===== config.mk =====
export PLATFORM = sky130hd
export DESIGN_NAME = smpsc_top
export DESIGN_NICKNAME = d
export VERILOG_FILES = /design/src/pkg/smpsc_pkg.sv /design/src/pkg/smpsc_ctl_if.sv /design/src/hdl/smpsc_osc.sv /design/src/hdl/smpsc_sync.sv /design/src/hdl/smpsc_top.sv
export VERILOG_INCLUDE_DIRS = /design/src /design/src/pkg
export SDC_FILE = /design/constraint.sdc
export NUM_CORES = 1
export LEC_CHECK = 0
export BUFFER_PORTS_ARGS = -buffer_cell sky130_fd_sc_hd__buf_4
export CAP_MARGIN = 20
export CORE_ASPECT_RATIO = 0.7
export CORE_MARGIN = 5
export CORE_UTILIZATION = 40
export CTS_CLUSTER_DIAMETER = 50
export DETAILED_ROUTE_END_ITERATION = 6
export SLEW_MARGIN = 20
export SYNTH_ARGS = -nofsm -noshare
export SYNTH_HDL_FRONTEND = slang
export SYNTH_SLANG_ARGS = --single-unit

===== constraint.sdc =====
create_clock -name ref_clk -period 8.81 [get_ports ref_clk]
set_clock_uncertainty 0.1 [all_clocks]
set_input_delay 0 -clock ref_clk [delete_from_list [all_inputs] [get_ports ref_clk]]
set_output_delay 0 -clock ref_clk [all_outputs]
set_load 0.01 [all_outputs]

===== src/pkg/smpsc_consts.svh =====
// Constants of the switching supply PWM and soft start controller.
`ifndef SMPSC_CONSTS_SVH
`define SMPSC_CONSTS_SVH

// Clock rate and timing figures in their own units.
`define SMPSC_CLK_KHZ      25000
`define SMPSC_SS_STEP_US   600
`define SMPSC_SS_TOTAL_MS  20
`define SMPSC_BLANK_MS     20
`define SMPSC_JIT_PER_MS   4
`define SMPSC_LEB_NS       220
`define SMPSC_SPIKE_US     30
`define SMPSC_OSC_KHZ      65
`define SMPSC_JIT_PCT      4
`define SMPSC_SS_STEPS     32

// Derived cycle counts.
`define SMPSC_SS_STEP_CYC  (`SMPSC_SS_STEP_US * `SMPSC_CLK_KHZ / 1000)
`define SMPSC_SS_TOTAL_CYC (`SMPSC_SS_TOTAL_MS * `SMPSC_CLK_KHZ)
`define SMPSC_BLANK_CYC    (`SMPSC_BLANK_MS * `SMPSC_CLK_KHZ)
`define SMPSC_JIT_PER_CYC  (`SMPSC_JIT_PER_MS * `SMPSC_CLK_KHZ)
`define SMPSC_LEB_CYC      ((`SMPSC_LEB_NS * `SMPSC_CLK_KHZ + 999999) / 1000000)
`define SMPSC_SPIKE_CYC    (`SMPSC_SPIKE_US * `SMPSC_CLK_KHZ / 1000)
`define SMPSC_OSC_CYC      (`SMPSC_CLK_KHZ / `SMPSC_OSC_KHZ)
`define SMPSC_JIT_CYC      (`SMPSC_OSC_CYC * `SMPSC_JIT_PCT / 100)

// Comparator bit positions in the synchronised vector.
`define SMPSC_CMP_N        9
`define SMPSC_C_VCC_ON     0
`define SMPSC_C_UVLO       1
`define SMPSC_C_PWM        2
`define SMPSC_C_SS         3
`define SMPSC_C_PEAK       4
`define SMPSC_C_BURST      5
`define SMPSC_C_FB_LOW     6
`define SMPSC_C_OVL        7
`define SMPSC_C_BLK_LVL    8

`endif


===== src/pkg/smpsc_pkg.sv =====
// Types shared by the controller modules.
package smpsc_pkg;

  // Operating states, one-hot.
  typedef enum logic [4:0] {
    SMPSC_OFF     = 5'h01,
    SMPSC_SOFT    = 5'h02,
    SMPSC_NORMAL  = 5'h04,
    SMPSC_BURST   = 5'h08,
    SMPSC_RESTART = 5'h10
  } smpsc_state_t;

  typedef logic [8:0] smpsc_cmp_t;

endpackage


===== src/pkg/smpsc_ctl_if.sv =====
// Internal carrier between synchroniser, oscillator and control core.
`timescale 1ns/1ns
interface smpsc_ctl_if;
  import smpsc_pkg::*;
  smpsc_cmp_t cmp;
  logic       cyc_start;
  logic       duty_end;
  logic       jitter_en;

  modport syncm (output cmp);
  modport oscm  (input jitter_en, output cyc_start, output duty_end);
  modport core  (input cmp, input cyc_start, input duty_end, output jitter_en);
endinterface


===== src/hdl/smpsc_osc.sv =====
// Switching oscillator with triangular frequency jitter and duty cap.
`timescale 1ns/1ns
`include "smpsc_consts.svh"
module smpsc_osc #(
  parameter int NOM_CYC     = `SMPSC_OSC_CYC,
  parameter int JIT_CYC     = `SMPSC_JIT_CYC,
  parameter int JIT_PER_CYC = `SMPSC_JIT_PER_CYC
) (
  // Clock and reset.
  input  wire logic  ref_clk,
  input  wire logic  nrst,
  // Cycle pulses and jitter enable.
  smpsc_ctl_if.oscm  ctl
);
  import smpsc_pkg::*;

  // One offset step per quarter of the jitter period divided by the swing.
  localparam int JSTEP = (JIT_PER_CYC / (4 * JIT_CYC)) > 0 ? JIT_PER_CYC / (4 * JIT_CYC) : 1;
  localparam int JW    = $clog2(JSTEP + 1);

  typedef struct packed {
    logic [11:0]   cnt;
    logic [11:0]   off;
    logic          dn;
    logic [JW-1:0] jt;
    logic          start;
    logic          dend;
  } smpsc_osc_st_t;

  smpsc_osc_st_t r_q;
  smpsc_osc_st_t r_d;
  logic [11:0]   per;
  logic [11:0]   on_lim;

  // Period swings from NOM-J to NOM+J; a fixed offset of J when jitter is off.
  always_comb begin
    per    = 12'(NOM_CYC - JIT_CYC) + r_q.off;
    on_lim = 12'((per * 12'h003) >> 2);
  end

  // Cycle counter, jitter sweep and the two pulses.
  always_comb begin
    r_d       = r_q;
    r_d.start = 1'b0;
    r_d.dend  = 1'b0;
    if (r_q.cnt >= per - 12'h001) begin
      r_d.cnt   = '0;
      r_d.start = 1'b1;
    end else begin
      r_d.cnt = r_q.cnt + 12'h001;
    end
    // A window, not an equality: while jitter runs the cap can slide down past the count.
    if ((r_q.cnt + 12'h001 >= on_lim) && (r_q.cnt < per - 12'h001)) begin
      r_d.dend = 1'b1;
    end
    if (!ctl.jitter_en) begin
      r_d.off = 12'(JIT_CYC);
      r_d.jt  = '0;
      r_d.dn  = 1'b0;
    end else if (r_q.jt >= JW'(JSTEP - 1)) begin
      r_d.jt = '0;
      if (r_q.dn) begin
        r_d.off = r_q.off - 12'h001;
        r_d.dn  = (r_q.off > 12'h001);
      end else begin
        r_d.off = r_q.off + 12'h001;
        r_d.dn  = (r_q.off + 12'h001 >= 12'(2 * JIT_CYC));
      end
    end else begin
      r_d.jt = r_q.jt + JW'(1);
    end
  end

  // State register.
  always_ff @(posedge ref_clk) begin
    if (!nrst) begin
      r_q     <= '0;
      r_q.off <= 12'(JIT_CYC);
    end else begin
      r_q <= r_d;
    end
  end

  assign ctl.cyc_start = r_q.start;
  assign ctl.duty_end  = r_q.dend;

  // Duty end never meets a cycle start and never comes before the shortest cap.
  property p_dend_pos;
    @(posedge ref_clk) disable iff (!nrst)
    r_q.dend |-> !r_q.start && r_q.cnt >= 12'(((NOM_CYC - JIT_CYC) * 3) / 4);
  endproperty
  a_dend_pos: assert property (p_dend_pos)
    else $error("duty end pulse off its cap position");
endmodule


===== src/hdl/smpsc_sync.sv =====
// Two-stage synchronisers for the analog comparator outputs.
`timescale 1ns/1ns
module smpsc_sync (
  // Clock and reset.
  input  wire logic            ref_clk,
  input  wire logic            nrst,
  // Raw comparator levels.
  input  wire smpsc_pkg::smpsc_cmp_t raw,
  // Synchronised levels.
  smpsc_ctl_if.syncm           ctl
);
  import smpsc_pkg::*;

  typedef struct packed {
    smpsc_cmp_t s1;
    smpsc_cmp_t s2;
  } smpsc_sync_st_t;

  smpsc_sync_st_t r_q;
  smpsc_sync_st_t r_d;

  // The first stage feeds only the second; nothing else looks at it.
  always_comb begin
    r_d    = r_q;
    r_d.s1 = raw;
    r_d.s2 = r_q.s1;
  end

  // State register.
  always_ff @(posedge ref_clk) begin
    if (!nrst) begin
      r_q <= '0;
    end else begin
      r_q <= r_d;
    end
  end

  assign ctl.cmp = r_q.s2;
endmodule


===== src/hdl/smpsc_top.sv =====
// PWM gate control, soft start sequencer and mode blanking timers.
`timescale 1ns/1ns
`include "smpsc_consts.svh"
module smpsc_top #(
  parameter int SS_STEP_CYC  = `SMPSC_SS_STEP_CYC,
  parameter int SS_TOTAL_CYC = `SMPSC_SS_TOTAL_CYC,
  parameter int BLANK_CYC    = `SMPSC_BLANK_CYC,
  parameter int JIT_PER_CYC  = `SMPSC_JIT_PER_CYC
) (
  // Clock and reset; reset is the undervoltage lockout.
  input  wire logic       ref_clk,
  input  wire logic       nrst,
  // Supply comparators.
  input  wire logic       vcc_on_cmp,
  input  wire logic       vcc_uvlo_cmp,
  // Current sense and feedback comparators.
  input  wire logic       pwm_cmp,
  input  wire logic       ss_cmp,
  input  wire logic       peak_limit_comparator,
  input  wire logic       burst_limit_comparator,
  input  wire logic       fb_low_cmp,
  input  wire logic       overload_comparator,
  input  wire logic       blanking_level_comparator,
  // Power switch gate.
  output logic            gate_drive,
  // Soft start sink control.
  output logic            ss_sink_on,
  output logic            ss_step,
  output logic [4:0]      softstart_limit_level,
  output logic            ss_done,
  // Mode and blanking pin control.
  output logic            burst_limit_gate,
  output logic            blanking_clamp_switch,
  output logic            restart_mode
);
  import smpsc_pkg::*;

  // ----------------------------------------------------------------
  // Local sizes
  // ----------------------------------------------------------------
  localparam int SSW  = $clog2(SS_TOTAL_CYC + 1);
  localparam int STW  = $clog2(SS_STEP_CYC + 1);
  localparam int BW   = $clog2(BLANK_CYC + 1);
  localparam int SPW  = $clog2(`SMPSC_SPIKE_CYC + 1);
  localparam int MAXON = (`SMPSC_OSC_CYC * 3) / 4;
  localparam int LEBN  = `SMPSC_LEB_CYC;
  localparam int SPKN  = `SMPSC_SPIKE_CYC;

  typedef struct packed {
    smpsc_state_t st;
    logic         latch;
    logic         gate;
    logic [3:0]   leb;
    logic [11:0]  on_cnt;
    logic [SSW-1:0] ss_cnt;
    logic [STW-1:0] step_cnt;
    logic [4:0]   level;
    logic         step;
    logic         done;
    logic [BW-1:0] bcnt;
    logic [BW-1:0] ocnt;
    logic [SPW-1:0] spk;
  } smpsc_top_st_t;

  smpsc_top_st_t r_q;
  smpsc_top_st_t r_d;
  smpsc_ctl_if   ctl ();
  smpsc_cmp_t    raw;

  // ----------------------------------------------------------------
  // Synchroniser and oscillator
  // ----------------------------------------------------------------
  assign raw = {blanking_level_comparator, overload_comparator, fb_low_cmp,
                burst_limit_comparator, peak_limit_comparator, ss_cmp, pwm_cmp,
                vcc_uvlo_cmp, vcc_on_cmp};

  smpsc_sync u_sync (
    .ref_clk (ref_clk),
    .nrst    (nrst),
    .raw     (raw),
    .ctl     (ctl.syncm)
  );

  smpsc_osc #(
    .JIT_PER_CYC (JIT_PER_CYC)
  ) u_osc (
    .ref_clk (ref_clk),
    .nrst    (nrst),
    .ctl     (ctl.oscm)
  );

  // ----------------------------------------------------------------
  // Decoded conditions
  // ----------------------------------------------------------------
  logic        c_on;
  logic        c_uvlo;
  logic        c_fb_low;
  logic        c_ovl;
  logic        c_blk;
  logic        run;
  logic        blank;
  logic        cmp_rst;
  logic [11:0] ss_lim;
  logic        ovl_exp;
  logic        rst_gate;

  always_comb begin
    c_on     = ctl.cmp[`SMPSC_C_VCC_ON];
    c_uvlo   = ctl.cmp[`SMPSC_C_UVLO];
    c_fb_low = ctl.cmp[`SMPSC_C_FB_LOW];
    c_ovl    = ctl.cmp[`SMPSC_C_OVL];
    c_blk    = ctl.cmp[`SMPSC_C_BLK_LVL];
    run      = !c_uvlo && (r_q.st == SMPSC_SOFT || r_q.st == SMPSC_NORMAL ||
                           r_q.st == SMPSC_BURST);
    // The setting edge itself is blanked too, since leb is loaded only then.
    blank    = (r_q.leb != 4'h0) || ctl.cyc_start;
    cmp_rst  = !blank && (ctl.cmp[`SMPSC_C_PWM] || ctl.cmp[`SMPSC_C_PEAK] ||
               (ctl.cmp[`SMPSC_C_SS] && r_q.st == SMPSC_SOFT) ||
               (ctl.cmp[`SMPSC_C_BURST] && r_q.st == SMPSC_BURST));
    // Digital duty ceiling that grows with the soft start level.
    ss_lim   = 12'((17'(r_q.level) * 17'(MAXON)) >> 5);
    ovl_exp  = (r_q.ocnt == BW'(BLANK_CYC));
    rst_gate = ovl_exp && c_blk && c_ovl;
  end

  // ----------------------------------------------------------------
  // Next state
  // ----------------------------------------------------------------
  always_comb begin
    r_d      = r_q;
    r_d.step = 1'b0;

    // PWM latch: set by cycle start, cleared by any enabled reset source.
    if (run && ctl.cyc_start) begin
      r_d.latch  = 1'b1;
      r_d.leb    = 4'(LEBN);
      r_d.on_cnt = '0;
    end else begin
      r_d.leb    = (r_q.leb != 4'h0) ? r_q.leb - 4'h1 : 4'h0;
      r_d.on_cnt = r_q.on_cnt + 12'h001;
    end
    if (cmp_rst || ctl.duty_end || !run) begin
      r_d.latch = 1'b0;
    end
    if (r_q.st == SMPSC_SOFT && r_d.on_cnt >= ss_lim) begin
      r_d.latch = 1'b0;
    end
    r_d.gate = r_d.latch && run;

    // Mode sequencing.
    case (r_q.st)
      SMPSC_OFF: begin
        r_d.ss_cnt   = '0;
        r_d.step_cnt = '0;
        r_d.level    = '0;
        r_d.done     = 1'b0;
        if (c_on && !c_uvlo) begin
          r_d.st = SMPSC_SOFT;
        end
      end
      SMPSC_SOFT: begin
        r_d.ss_cnt = r_q.ss_cnt + SSW'(1);
        if (r_q.step_cnt == STW'(SS_STEP_CYC - 1)) begin
          r_d.step_cnt = '0;
          r_d.step     = 1'b1;
          if (r_q.level != 5'h1f) begin
            r_d.level = r_q.level + 5'h01;
          end
        end else begin
          r_d.step_cnt = r_q.step_cnt + STW'(1);
        end
        if (r_q.ss_cnt == SSW'(SS_TOTAL_CYC - 1)) begin
          r_d.st   = SMPSC_NORMAL;
          r_d.done = 1'b1;
          r_d.level = 5'h1f;
        end
      end
      SMPSC_NORMAL: begin
        if (c_fb_low && r_q.bcnt == BW'(BLANK_CYC - 1)) begin
          r_d.st = SMPSC_BURST;
        end
        if (r_q.spk == SPW'(SPKN - 1) && rst_gate) begin
          r_d.st = SMPSC_RESTART;
        end
      end
      SMPSC_BURST: begin
        if (c_ovl) begin
          r_d.st = SMPSC_NORMAL;
        end
      end
      SMPSC_RESTART: begin
        // Held off until the supply collapses; the next start reruns soft start.
        r_d.st = SMPSC_RESTART;
      end
      default: begin
        r_d.st = SMPSC_OFF;
      end
    endcase

    // Burst entry timer: basic blanking only, cleared whenever feedback rises.
    if (r_q.st == SMPSC_NORMAL && c_fb_low) begin
      r_d.bcnt = r_q.bcnt + BW'(1);
    end else begin
      r_d.bcnt = '0;
    end

    // Overload timer: holds at expiry while the blanking node charges.
    if (r_q.st == SMPSC_NORMAL && c_ovl) begin
      if (!ovl_exp) begin
        r_d.ocnt = r_q.ocnt + BW'(1);
      end
    end else begin
      r_d.ocnt = '0;
    end

    // Spike blanking after the restart gate opens.
    if (rst_gate && r_q.st == SMPSC_NORMAL) begin
      if (r_q.spk != SPW'(SPKN - 1)) begin
        r_d.spk = r_q.spk + SPW'(1);
      end
    end else begin
      r_d.spk = '0;
    end

    // An undervoltage event drops everything back to step zero.
    if (c_uvlo) begin
      r_d.st    = SMPSC_OFF;
      r_d.level = '0;
      r_d.ss_cnt = '0;
      r_d.done  = 1'b0;
    end
  end

  // ----------------------------------------------------------------
  // State register and outputs
  // ----------------------------------------------------------------
  always_ff @(posedge ref_clk) begin
    if (!nrst) begin
      r_q    <= '0;
      r_q.st <= SMPSC_OFF;
    end else begin
      r_q <= r_d;
    end
  end

  assign ctl.jitter_en         = r_q.done;
  assign gate_drive            = r_q.gate;
  assign ss_sink_on            = (r_q.st == SMPSC_SOFT);
  assign ss_step               = r_q.step;
  assign softstart_limit_level = r_q.level;
  assign ss_done               = r_q.done;
  assign burst_limit_gate      = (r_q.st == SMPSC_BURST);
  assign blanking_clamp_switch = !ovl_exp;
  assign restart_mode          = (r_q.st == SMPSC_RESTART);

  // ----------------------------------------------------------------
  // Assertions
  // ----------------------------------------------------------------
  property p_uvlo_gate;
    @(posedge ref_clk) disable iff (!nrst)
    c_uvlo |=> !gate_drive ##1 !gate_drive || !c_uvlo;
  endproperty
  a_uvlo_gate: assert property (p_uvlo_gate)
    else $error("gate driven during undervoltage");

  property p_ss_start;
    @(posedge ref_clk) disable iff (!nrst)
    r_q.st == SMPSC_OFF && c_on && !c_uvlo |=> r_q.st == SMPSC_SOFT && r_q.level == 5'h00;
  endproperty
  a_ss_start: assert property (p_ss_start)
    else $error("soft start did not begin");

  property p_ss_step;
    @(posedge ref_clk) disable iff (!nrst)
    r_q.st == SMPSC_SOFT && r_d.step && !c_uvlo && r_q.level != 5'h1f
      |=> ss_step && softstart_limit_level == $past(softstart_limit_level) + 5'h01;
  endproperty
  a_ss_step: assert property (p_ss_step)
    else $error("level did not step with pulse");

  property p_ss_done;
    @(posedge ref_clk) disable iff (!nrst)
    r_q.st == SMPSC_SOFT && r_q.ss_cnt == SSW'(SS_TOTAL_CYC - 1) && !c_uvlo
      |=> ss_done && !ss_sink_on;
  endproperty
  a_ss_done: assert property (p_ss_done)
    else $error("soft start did not finish on time");

  property p_peak_off;
    @(posedge ref_clk) disable iff (!nrst)
    gate_drive && r_q.leb == 4'h0 && ctl.cmp[`SMPSC_C_PEAK] && !ctl.cyc_start
      |=> !gate_drive;
  endproperty
  a_peak_off: assert property (p_peak_off)
    else $error("peak limit did not end pulse");

  property p_leb;
    @(posedge ref_clk) disable iff (!nrst)
    $rose(gate_drive) && r_q.st == SMPSC_NORMAL && !c_uvlo && !ctl.duty_end
      && r_q.on_cnt < 12'(MAXON - 8) |-> ##1 r_q.leb != 4'h0;
  endproperty
  a_leb: assert property (p_leb)
    else $error("blanking not running after turn-on");

  property p_duty_cap;
    @(posedge ref_clk) disable iff (!nrst)
    ctl.duty_end |=> !gate_drive;
  endproperty
  a_duty_cap: assert property (p_duty_cap)
    else $error("gate on past maximum duty");

  property p_burst_entry;
    @(posedge ref_clk) disable iff (!nrst)
    r_q.st == SMPSC_NORMAL && c_fb_low && !c_uvlo && r_q.bcnt == BW'(BLANK_CYC - 1)
      && !(r_q.spk == SPW'(SPKN - 1) && rst_gate) |=> burst_limit_gate;
  endproperty
  a_burst_entry: assert property (p_burst_entry)
    else $error("burst mode not entered at expiry");

  property p_timer_clear;
    @(posedge ref_clk) disable iff (!nrst)
    !c_fb_low |=> r_q.bcnt == '0;
  endproperty
  a_timer_clear: assert property (p_timer_clear)
    else $error("burst timer not cleared");

  property p_clamp;
    @(posedge ref_clk) disable iff (!nrst)
    !blanking_clamp_switch |-> r_q.ocnt == BW'(BLANK_CYC) && $past(c_ovl);
  endproperty
  a_clamp: assert property (p_clamp)
    else $error("clamp opened before timer expiry");

  property p_restart;
    @(posedge ref_clk) disable iff (!nrst)
    $rose(restart_mode) |-> $past(r_q.spk) == SPW'(SPKN - 1) && $past(rst_gate);
  endproperty
  a_restart: assert property (p_restart)
    else $error("restart without spike blanking");

  c_soft_done: cover property (@(posedge ref_clk) disable iff (!nrst) $rose(ss_done));
  c_burst: cover property (@(posedge ref_clk) disable iff (!nrst) $rose(burst_limit_gate));
  c_restart: cover property (@(posedge ref_clk) disable iff (!nrst) $rose(restart_mode));
  c_peak: cover property (@(posedge ref_clk) disable iff (!nrst)
    gate_drive ##1 !gate_drive && !ctl.duty_end);
endmodule


# Word level (Yosys, flattened, before mapping)
# Cells that the tools add are included.
# word_totals
ff_bits,167
latch_bits,0
ramBits,0
romBits,0
in_bits,11
out_inout_bits,12
elab_cells,129
n_memories,0
# op_classes
add_sub_neg,14
mul,2
div,0
magnitude_cmp,7
eq_ne,18
shift,0
muxes,21
bitwise,3
reduce_logical,42
# op_table
cell,count
$pmux 38 s2,1
$add 19x1->19 const B,3
$eq 19x19->1 const B,3
$add 12x1->12 const B,3
$mux 5,7
$pmux 5 s5,1
$sub 12x1->12 const B,2
$logic_and 1x1->1,16
$mux 15,1
$add 14x1->14 const B,1
$eq 14x14->1 const B,1
$mux 14,1
$mux 13,1
$add 9x12->12 const A,1
$ge 12x10->1,1
$ge 12x12->1,1
$ge 12x5->1 const B,1
$ge 12x9->1,1
$gt 12x1->1 const B,1
$lt 12x12->1,1
$mul 12x2->12 const B,1
$reduce_and 2->1,6
$add 11x1->11 const B,1
$ge 11x11->1 const B,1
28 further kinds,50

# Longest topological paths before layout
# Gate-level depths: netlist of the first run.
# logic_depth
word_depth,10
ltp_mapped,20
mapped_depth_nobuf,18

# Hierarchy
# From an unflattened synthesis of the first run, not the netlist that was laid out.
# unflattened
cells_unflattened,1135
area_unflattened_um2,9626.7
# by_module_without_submodules
mod,n_inst,cells_per_inst,area_each_um2,seq_area_each_um2
smpsc_top,1,682,5748.0,2222.1
smpsc_osc,1,416,3377.0,760.7
smpsc_sync,1,37,501.7,360.3

# Worst setup path after synthesis of the first run
# Ideal clock, no wire load.
# synth_path
kind,flip-flop to flip-flop
start,reg u_osc.r_q[15] (netlist bit)
end,reg u_osc.r_q[30] (netlist bit)
setup_ns,0.066
t_arrival_ns,3.610
t_required_ns,8.644
slack_ns,5.034
stages_incl_launch_ff,20
path_buffers,1
period_less_slack_ns,3.776
cell_sequence,dfxtp_1 ha_1 xor2_1 inv_1 ha_1 inv_1 o21ai_0 a21boi_0 nand3_1 nor3_1 a21oi_1 xnor2_1 ha_1 nand4_1 nor2_1 o21ai_1 o2111ai_1 or2_1 clkbuf_1 nor2b_1
# synth_between
elab_chain_len,4
# synth_lines
item,line_no,text
"start, declared",smpsc_osc.sv:30,smpsc_osc_st_t r_q;
"start signal, assigned",smpsc_osc.sv:80,r_q <= r_d;
$add 9x12->12,smpsc_osc.sv:37,per = 12'(NOM_CYC - JIT_CYC) + r_q.off;
$sub 12x1->12,smpsc_osc.sv:46,if (r_q.cnt >= per - 12'h001) begin
$ge 12x12->1,smpsc_osc.sv:46,
$reduce_or 2->1 (no source line),n/a,
# No other way between the ends.
# A chain may end at the register's enable or synchronous reset.

# Worst setup path in the final report of the first run
# layout_path
start,reg u_osc.r_q[14] (netlist bit)
end,reg u_osc.r_q[32] (netlist bit)
# Same word-level chain as after synthesis.

==> flow_summary_export.csv, run 1 <==
group,metric,value,unit
worst_hold_path,hp-class,"in -> reg",
yosys,synthesis.instances,1123,
critical_path,crit_fanout,12,
timing,finalHoldViolCount,0,
floorplanning,initial_utilization,40.3,%
final_layout,drive_above_1_share,7.31,%
yosys,syn_nets,1204,
timing,setup_violations,0,
critical_path,cp.arrival,4.81,ns
floorplanning,std_cell_rows,47,
yosys,synth-edff-count,0,
yosys,synth.area.top_cells,"dfxtp_1 (35%), ha_1 (9.0%), nor2_1 (6.0%), xor2_1 (5.4%), xnor2_1 (4.7%)",
floorplanning,coreArea,23500,µm²
critical_path,crit_end,"u_osc.r_q[32]$_SDFF_PP0_",
critical_path,cp_common_cell,"ha_1",
floorplanning,die_x,194,µm
pwr,combPwrFrac,4.5,%
floorplanning,io_pins,23,
pwr,switching_share,23.4,%
critical_path,reg2reg_to,"u_osc.r_q[32]$_SDFF_PP0_",
global_routing,overflow,0,
yosys,synthArstFlopShare,0,%
floorplanning,dieArea,26900,µm²
placed_design,dpl.hpwl,14.0,mm
critical_path,required,9.07,ns
pwr,vdd_ir_drop_max,0.127,mV
pwr,seq_power_share,46.9,%
final_layout,num_antenna_cells,0,
routing,ant_nets,0,
global_routing,grt_pass1_vias,6836,
critical_path,worstSetupStartpoint,"u_osc.r_q[14]$_SDFFE_PN1P_",
yosys,yosys.area.top_type,"dfxtp_1",
yosys,ys_ff_latch,167,
clock_tree,cts.path.max_buffers,2,
routing,wire_per_inst,13.5,µm
clock_tree,cts_tree,"yes",
clock_tree,ctsResizeCount,0,
final_layout,fillers,2255,
clock_tree,clk_latency,0.43,ns
timing,finalCritPeriodShare,51.7,%
timing,fmax,220,MHz
critical_path,crit_type,"reg -> reg",
clock_tree,post_cts_buffers,0,
timing,tightest_slew,0.996,ns
pwr,p_switching,0.000383,W
yosys,yosys.area.top_type_share,35.3,%
outcome,status,"finished clean",
timing,fin_hold_ws,0.272,ns
timing,fin_setup_tns,0,ns
placed_design,gp_congestion,0.813,
global_routing,grt_max_degree,45,
yosys,ys_seq_area_share,35.3,%
routing,drtIter0Drc,546,
yosys,synth_top_cells_by_count,"dfxtp_1 (167), nor2_1 (152), nand2_1 (76)",
pwr,clkPwrFrac,48.5,%
timing,drv_slew,0,
clock_tree,cts_made_buffers,17,
clock_tree,cts.sinks,167,
critical_path,cp-start-kind,"register",
final_layout,nets,1217,
yosys,syn_avg_cell_area,8.43,µm²
critical_path,crit_slowest_cell,"dfxtp_1",
job,max_cap_violations,0,
timing,rsz0062_at_grt,"no",
yosys,synth.yosys.warnings,0,
pwr,intPower,0.00125,W
routing,drcViolationCount,0,
critical_path,rr_worst_depth,18,
routing,post_drt_via_cell_ratio,5.19,
clock_tree,h-tree-depth,4,
placed_design,port_buffers,22,
timing,slew_headroom,33.4,%
yosys,syn_area,9460,µm²
pwr,leakage,4.04,nW
yosys,ys_types,81,
global_routing,antenna_found_initial,0,
critical_path,cp_cell_sequence,"ha_1 > xor2_1 > inv_1 > ha_1 > inv_1 > o21ai_0 > a21boi_0 > nand3_1 > nor3_1 > a21oi_1 > xnor2_1 > ha_1 > nand4_1 > nor2_1 > o21ai_1 > o2111ai_1 > or2_1 > nor2b_1",
pwr,power_density,154,nW/µm²
clock_tree,path_clk_slew,0.07,ns
critical_path,rr_startpoint,"u_osc.r_q[14]$_SDFFE_PN1P_",
final_layout,syn2layout_area_growth,12.2,%
floorplanning,die_h,139,µm
critical_path,crit_path_end_kind,"register",
routing,num_vias,7621,
timing,min_period,4.55,ns
routing,drt-total-wl,19.7,mm
critical_path,slowest_delay,0.57,ns
clock_tree,postCtsHoldBufs,18,
yosys,synthMostInstantiatedCell,"dfxtp_1",
global_routing,grt_usage,14.6,%
yosys,synth_flop_cell,"dfxtp_1",
clock_tree,clockRootBuffer,"clkbuf_16",
global_routing,grt_first_pass_wirelength,33.6,mm
critical_path,r2r_setup_slack,4.26,ns
routing,dr.pass1.iters,5,
-- per-stage QoR --
| step | instance area, µm² | power, W | util, % | setup slack [ns] | instances |
|---|---|---|---|---|---|
| finish | 10600 | 0.00164 | 45.3 | 4.26 | 1467 |
| global route | 10600 | 0.00171 | 45.3 | 3.82 | 1467 |
| CTS | 10600 | 0.00166 | 45.3 | 4.26 | 1467 |
| detailed placement | 9810 | 0.000854 | 41.8 | 4.30 | 1417 |
| global placement | 9810 | 0.000854 | 41.8 | 4.52 | 1417 |
| floorplan | 9460 | 0.000834 | - | 5.03 | 1123 |
-- critical path, delay by kind of cell (launching register included) --
kind / cells / cell delay, ns
xor+xnor: 2 / 0.52
flops: 1 / 0.57
compound gates: 5 / 0.91
fa+ha+maj: 3 / 0.92
buf+inv: 2 / 0.18
simple gates: 6 / 1.29
-- area by class of cell --
class / instances / area, µm² / share of cell area (%)
inverters: 42 / 158 / 1.48
flip-flops and latches: 167 / 3340 / 31.5
multi-input cells: 866 / 5730 / 53.9
well taps: 318 / 398 / 3.75
clock buffers: 19 / 443 / 4.17
repair buffers: 42 / 360 / 3.39
clock inverters: 13 / 189 / 1.78
-- sequential cells by signal, summed over array words and instances, names as in the netlist --
signal	count
u_osc.ctl.duty_end	1
ss_done	1
u_osc.ctl.cyc_start	1
gate_drive	1
u_sync.ctl.cmp	9
r_q	103
u_sync.r_d	9
softstart_limit_level	5
ss_step	1
u_osc.r_q	36
-- cell usage in the layout, fill, tap and decap left out, types with 11 or more instances in the layout --
| cell | netlist | layout |
|---|---|---|
| o21ai_0 | 27 | 27 |
| a31oi_1 | 14 | 14 |
| nand4_1 | 28 | 28 |
| nor3_1 | 28 | 28 |
| inv_1 | 37 | 37 |
| a21o_1 | 11 | 11 |
| ha_1 | 68 | 68 |
| clkbuf_16 | 0 | 17 |
| dfxtp_1 | 167 | 167 |
| nand3_1 | 73 | 73 |
| o211ai_1 | 11 | 11 |
| nor2b_1 | 18 | 18 |
| xnor2_1 | 51 | 51 |
| and3_1 | 21 | 21 |
| nand2_1 | 76 | 76 |
| or3_1 | 11 | 11 |
| buf_4 | 6 | 24 |
| nor2_1 | 152 | 152 |
| and2_1 | 26 | 26 |
| xor2_1 | 58 | 58 |
| dlygate4sd3_1 | 0 | 18 |
| a21oi_1 | 41 | 41 |
-- metal layers --
| metal | vias to the layer above | part of all wire (%) | wire, µm | track usage (%) |
|---|---|---|---|---|
| met1 | 3528 | 56 | 11000 | 22.8 |
| li1 | 3969 | - | - | - |
| met2 | 109 | 40 | 7900 | 20.4 |
| met5 | - | 0 | 0 | 0 |
| met3 | 15 | 3.3 | 659 | 2.94 |
| met4 | 0 | 0.97 | 191 | 3.70 |
-- worst min-delay path by stage --
| stage | startpoint | end | cells past startpoint |
|---|---|---|---|
| 2_1_floorplan | vcc_on_cmp | u_sync.r_d[0]$_SDFF_PN0_ | 1 |
| 3_3_place_gp | fb_low_cmp | u_sync.r_d[6]$_SDFF_PN0_ | 2 |
| 3_5_place_dp | burst_limit_comparator | u_sync.r_d[5]$_SDFF_PN0_ | 2 |
| 4_1_cts | ss_cmp | u_sync.r_d[3]$_SDFF_PN0_ | 3 |
| 5_1_grt | ss_cmp | u_sync.r_d[3]$_SDFF_PN0_ | 3 |
| 6_report | ss_cmp | u_sync.r_d[3]$_SDFF_PN0_ | 3 |
-- cell families after synthesis --
logic type                 synth area share, %
and+or+nand+nor                           26.6
adders and majority gates                 9.41
AOI/OAI and AO/OA                         12.8
buffers and inverters                     4.14
DFF                                       35.3
muxes                                     1.32
xor gates and xnor gates                  10.4
-- power by group through the flow --
stage	Clock [W]	Sequential [W]	Combinational, W
2_1_floorplan	0	0.000784	0.0000498
3_3_place_gp	0	0.000786	0.0000676
3_5_place_dp	0	0.000786	0.0000681
4_1_cts	0.000819	0.000768	0.0000745
5_1_grt	0.000853	0.000769	0.0000837
6_report	0.000795	0.000769	0.0000743
Note: power is estimated with default switching activity, not from simulation.
==> run 2: changes to the inputs <==
==> constraint.sdc (replaced) <==
create_clock -name ref_clk -period 4 [get_ports ref_clk]
set_clock_uncertainty 0.1 [all_clocks]
set_input_delay 0 -clock ref_clk [delete_from_list [all_inputs] [get_ports ref_clk]]
set_output_delay 0 -clock ref_clk [all_outputs]
set_load 0.01 [all_outputs]
==> flow_summary_export.csv, run 2 (synthesized netlist as in run 1, its figures left out) <==
group,metric,value,unit
final_layout,final_cell_mix,"dfxtp_1 (163), nor2_1 (152), nand2_1 (76)",
clock_tree,cts.path.max_buffers,2,
pwr,vdd_ir_drop_max,0.317,mV
routing,post_drt_via_cell_ratio,5.18,
pwr,power_density,330,nW/µm²
clock_tree,cts_made_buffers,17,
global_routing,antenna_found_initial,0,
routing,drcViolationCount,0,
routing,num_vias,7684,
global_routing,grt_pass1_vias,7046,
global_routing,grt_first_pass_wirelength,34.8,mm
clock_tree,path_clk_slew,0.07,ns
outcome,status,"finished clean",
final_layout,top_regs,"r_q (103), u_osc.r_q (36)",
floorplanning,std_cell_rows,47,
floorplanning,initial_utilization,40.3,%
routing,drtIter0Drc,534,
final_layout,largest_register,"r_q",
routing,drt-total-wl,20.3,mm
final_layout,syn2layout_area_growth,13.7,%
critical_path,critPathTopFamily,"compound AO/OA/AOI/OAI gates",
critical_path,cp-start-kind,"register",
timing,fin_hold_ws,0.333,ns
critical_path,crit_fanout,5,
placed_design,port_buffers,22,
global_routing,use_met1,23.3,%
critical_path,path_buf_inv,2,
global_routing,overflow,0,
routing,ant_nets,0,
timing,fmax,268,MHz
routing,dr.pass1.iters,5,
placed_design,dpl.hpwl,14.4,mm
critical_path,cp_common_cell,"ha_1",
final_layout,nets,1233,
timing,finalHoldViolCount,0,
clock_tree,cts_tree,"yes",
timing,finalCritPeriodShare,93.2,%
floorplanning,die_h,139,µm
floorplanning,die_x,194,µm
worst_hold_path,hp-class,"reg -> reg",
timing,min_period,3.73,ns
pwr,leakage,4.12,nW
timing,fin_setup_tns,0,ns
final_layout,fillers,2276,
final_layout,num_antenna_cells,0,
final_layout,largest_register_ffs,103,
floorplanning,coreArea,23500,µm²
critical_path,slowest_delay,0.37,ns
critical_path,cp_cell_sequence,"ha_1 > buf_4 > a311oi_2 > xnor2_1 > inv_2 > ha_1 > a21o_1 > a31oi_2 > o21bai_1 > a21oi_2 > xnor2_1 > ha_1 > a21o_1 > a211oi_1 > a21oi_1",
critical_path,crit_type,"reg -> reg",
global_routing,met2_usage,21.5,%
floorplanning,io_pins,23,
floorplanning,dieArea,26900,µm²
timing,slew_headroom,39.7,%
critical_path,crit_path_end_kind,"register",
clock_tree,h-tree-depth,4,
timing,setup_violations,0,
clock_tree,clk_latency,0.43,ns
job,max_cap_violations,0,
placed_design,gp_congestion,0.804,
global_routing,grt_max_degree,45,
timing,drv_slew,0,
clock_tree,clockRootBuffer,"clkbuf_16",
final_layout,drive_above_1_share,9.45,%
global_routing,grtUsageMet3,3.40,%
critical_path,cp.arrival,3.93,ns
final_layout,layout_commonest_cell,"dfxtp_1",
routing,wire_per_inst,13.7,µm
critical_path,crit_slowest_cell,"ha_1",
clock_tree,cts.sinks,167,
timing,tightest_slew,0.901,ns
critical_path,required,4.21,ns
global_routing,grt_usage,15.3,%
global_routing,grt.busiest_layer,"met1",
[run 2: final cells by class]
type	count	area, µm²	share of cell area (%)
Multi-Input combinational cell	866	5770	53.6
Clock inverter	11	136	1.27
Inverter	42	158	1.46
Sequential cell	167	3350	31.1
Timing Repair Buffer	58	483	4.49
Clock buffer	20	467	4.34
Tap cell	318	398	3.70
[run 2: through the flow]
step	area [µm²]	cells	power, W	setup WS [ns]	util (%)
floorplan	9460	1123	0.00184	0.224	-
global placement	9910	1431	0.00188	0.119	42.2
detailed placement	9910	1431	0.00189	-0.122	42.2
CTS	10700	1481	0.00360	0.0864	45.6
global route	10800	1482	0.00371	-0.0149	45.9
finish	10800	1482	0.00355	0.273	45.9
[run 2: worst paths after layout]
path / from / endpoint / slack (ns) / depth (start not counted)
worst max-delay path: u_osc.r_q[14]$_SDFFE_PN1P_ / u_osc.ctl.duty_end$_SDFF_PN0_ / 0.27 / 15
worst min-delay path: u_sync.r_d[0]$_SDFF_PN0_ / u_sync.ctl.cmp[0]$_SDFF_PN0_ / 0.33 / 1
worst max register to register: u_osc.r_q[14]$_SDFFE_PN1P_ / u_osc.ctl.duty_end$_SDFF_PN0_ / 0.27 / 15
worst min register to register: u_sync.r_d[0]$_SDFF_PN0_ / u_sync.ctl.cmp[0]$_SDFF_PN0_ / 0.33 / 1
[run 2: layer usage]
metal | up-vias | part of all wire [%]
li1 | 3992 | -
met1 | 3552 | 54
met2 | 124 | 41
met3 | 16 | 3.8
met4 | 0 | 0.92
met5 | - | 0
[run 2: report_power, final]
part           leakage [nW]  switching, W  internal (W)
Sequential             1.35     0.0000139       0.00168
Clock                 0.301      0.000707      0.000980
Combinational          2.47      0.000103     0.0000659
Total                  4.12      0.000824       0.00273
[run 2: timing repair]
item	in CTS	in global routing
hold buffers	19	0
gates resized for setup	2	12
hold endpoints to repair	37	0
gates cloned	0	0
setup buffers	0	1
endpoints found under the setup margin	12	13
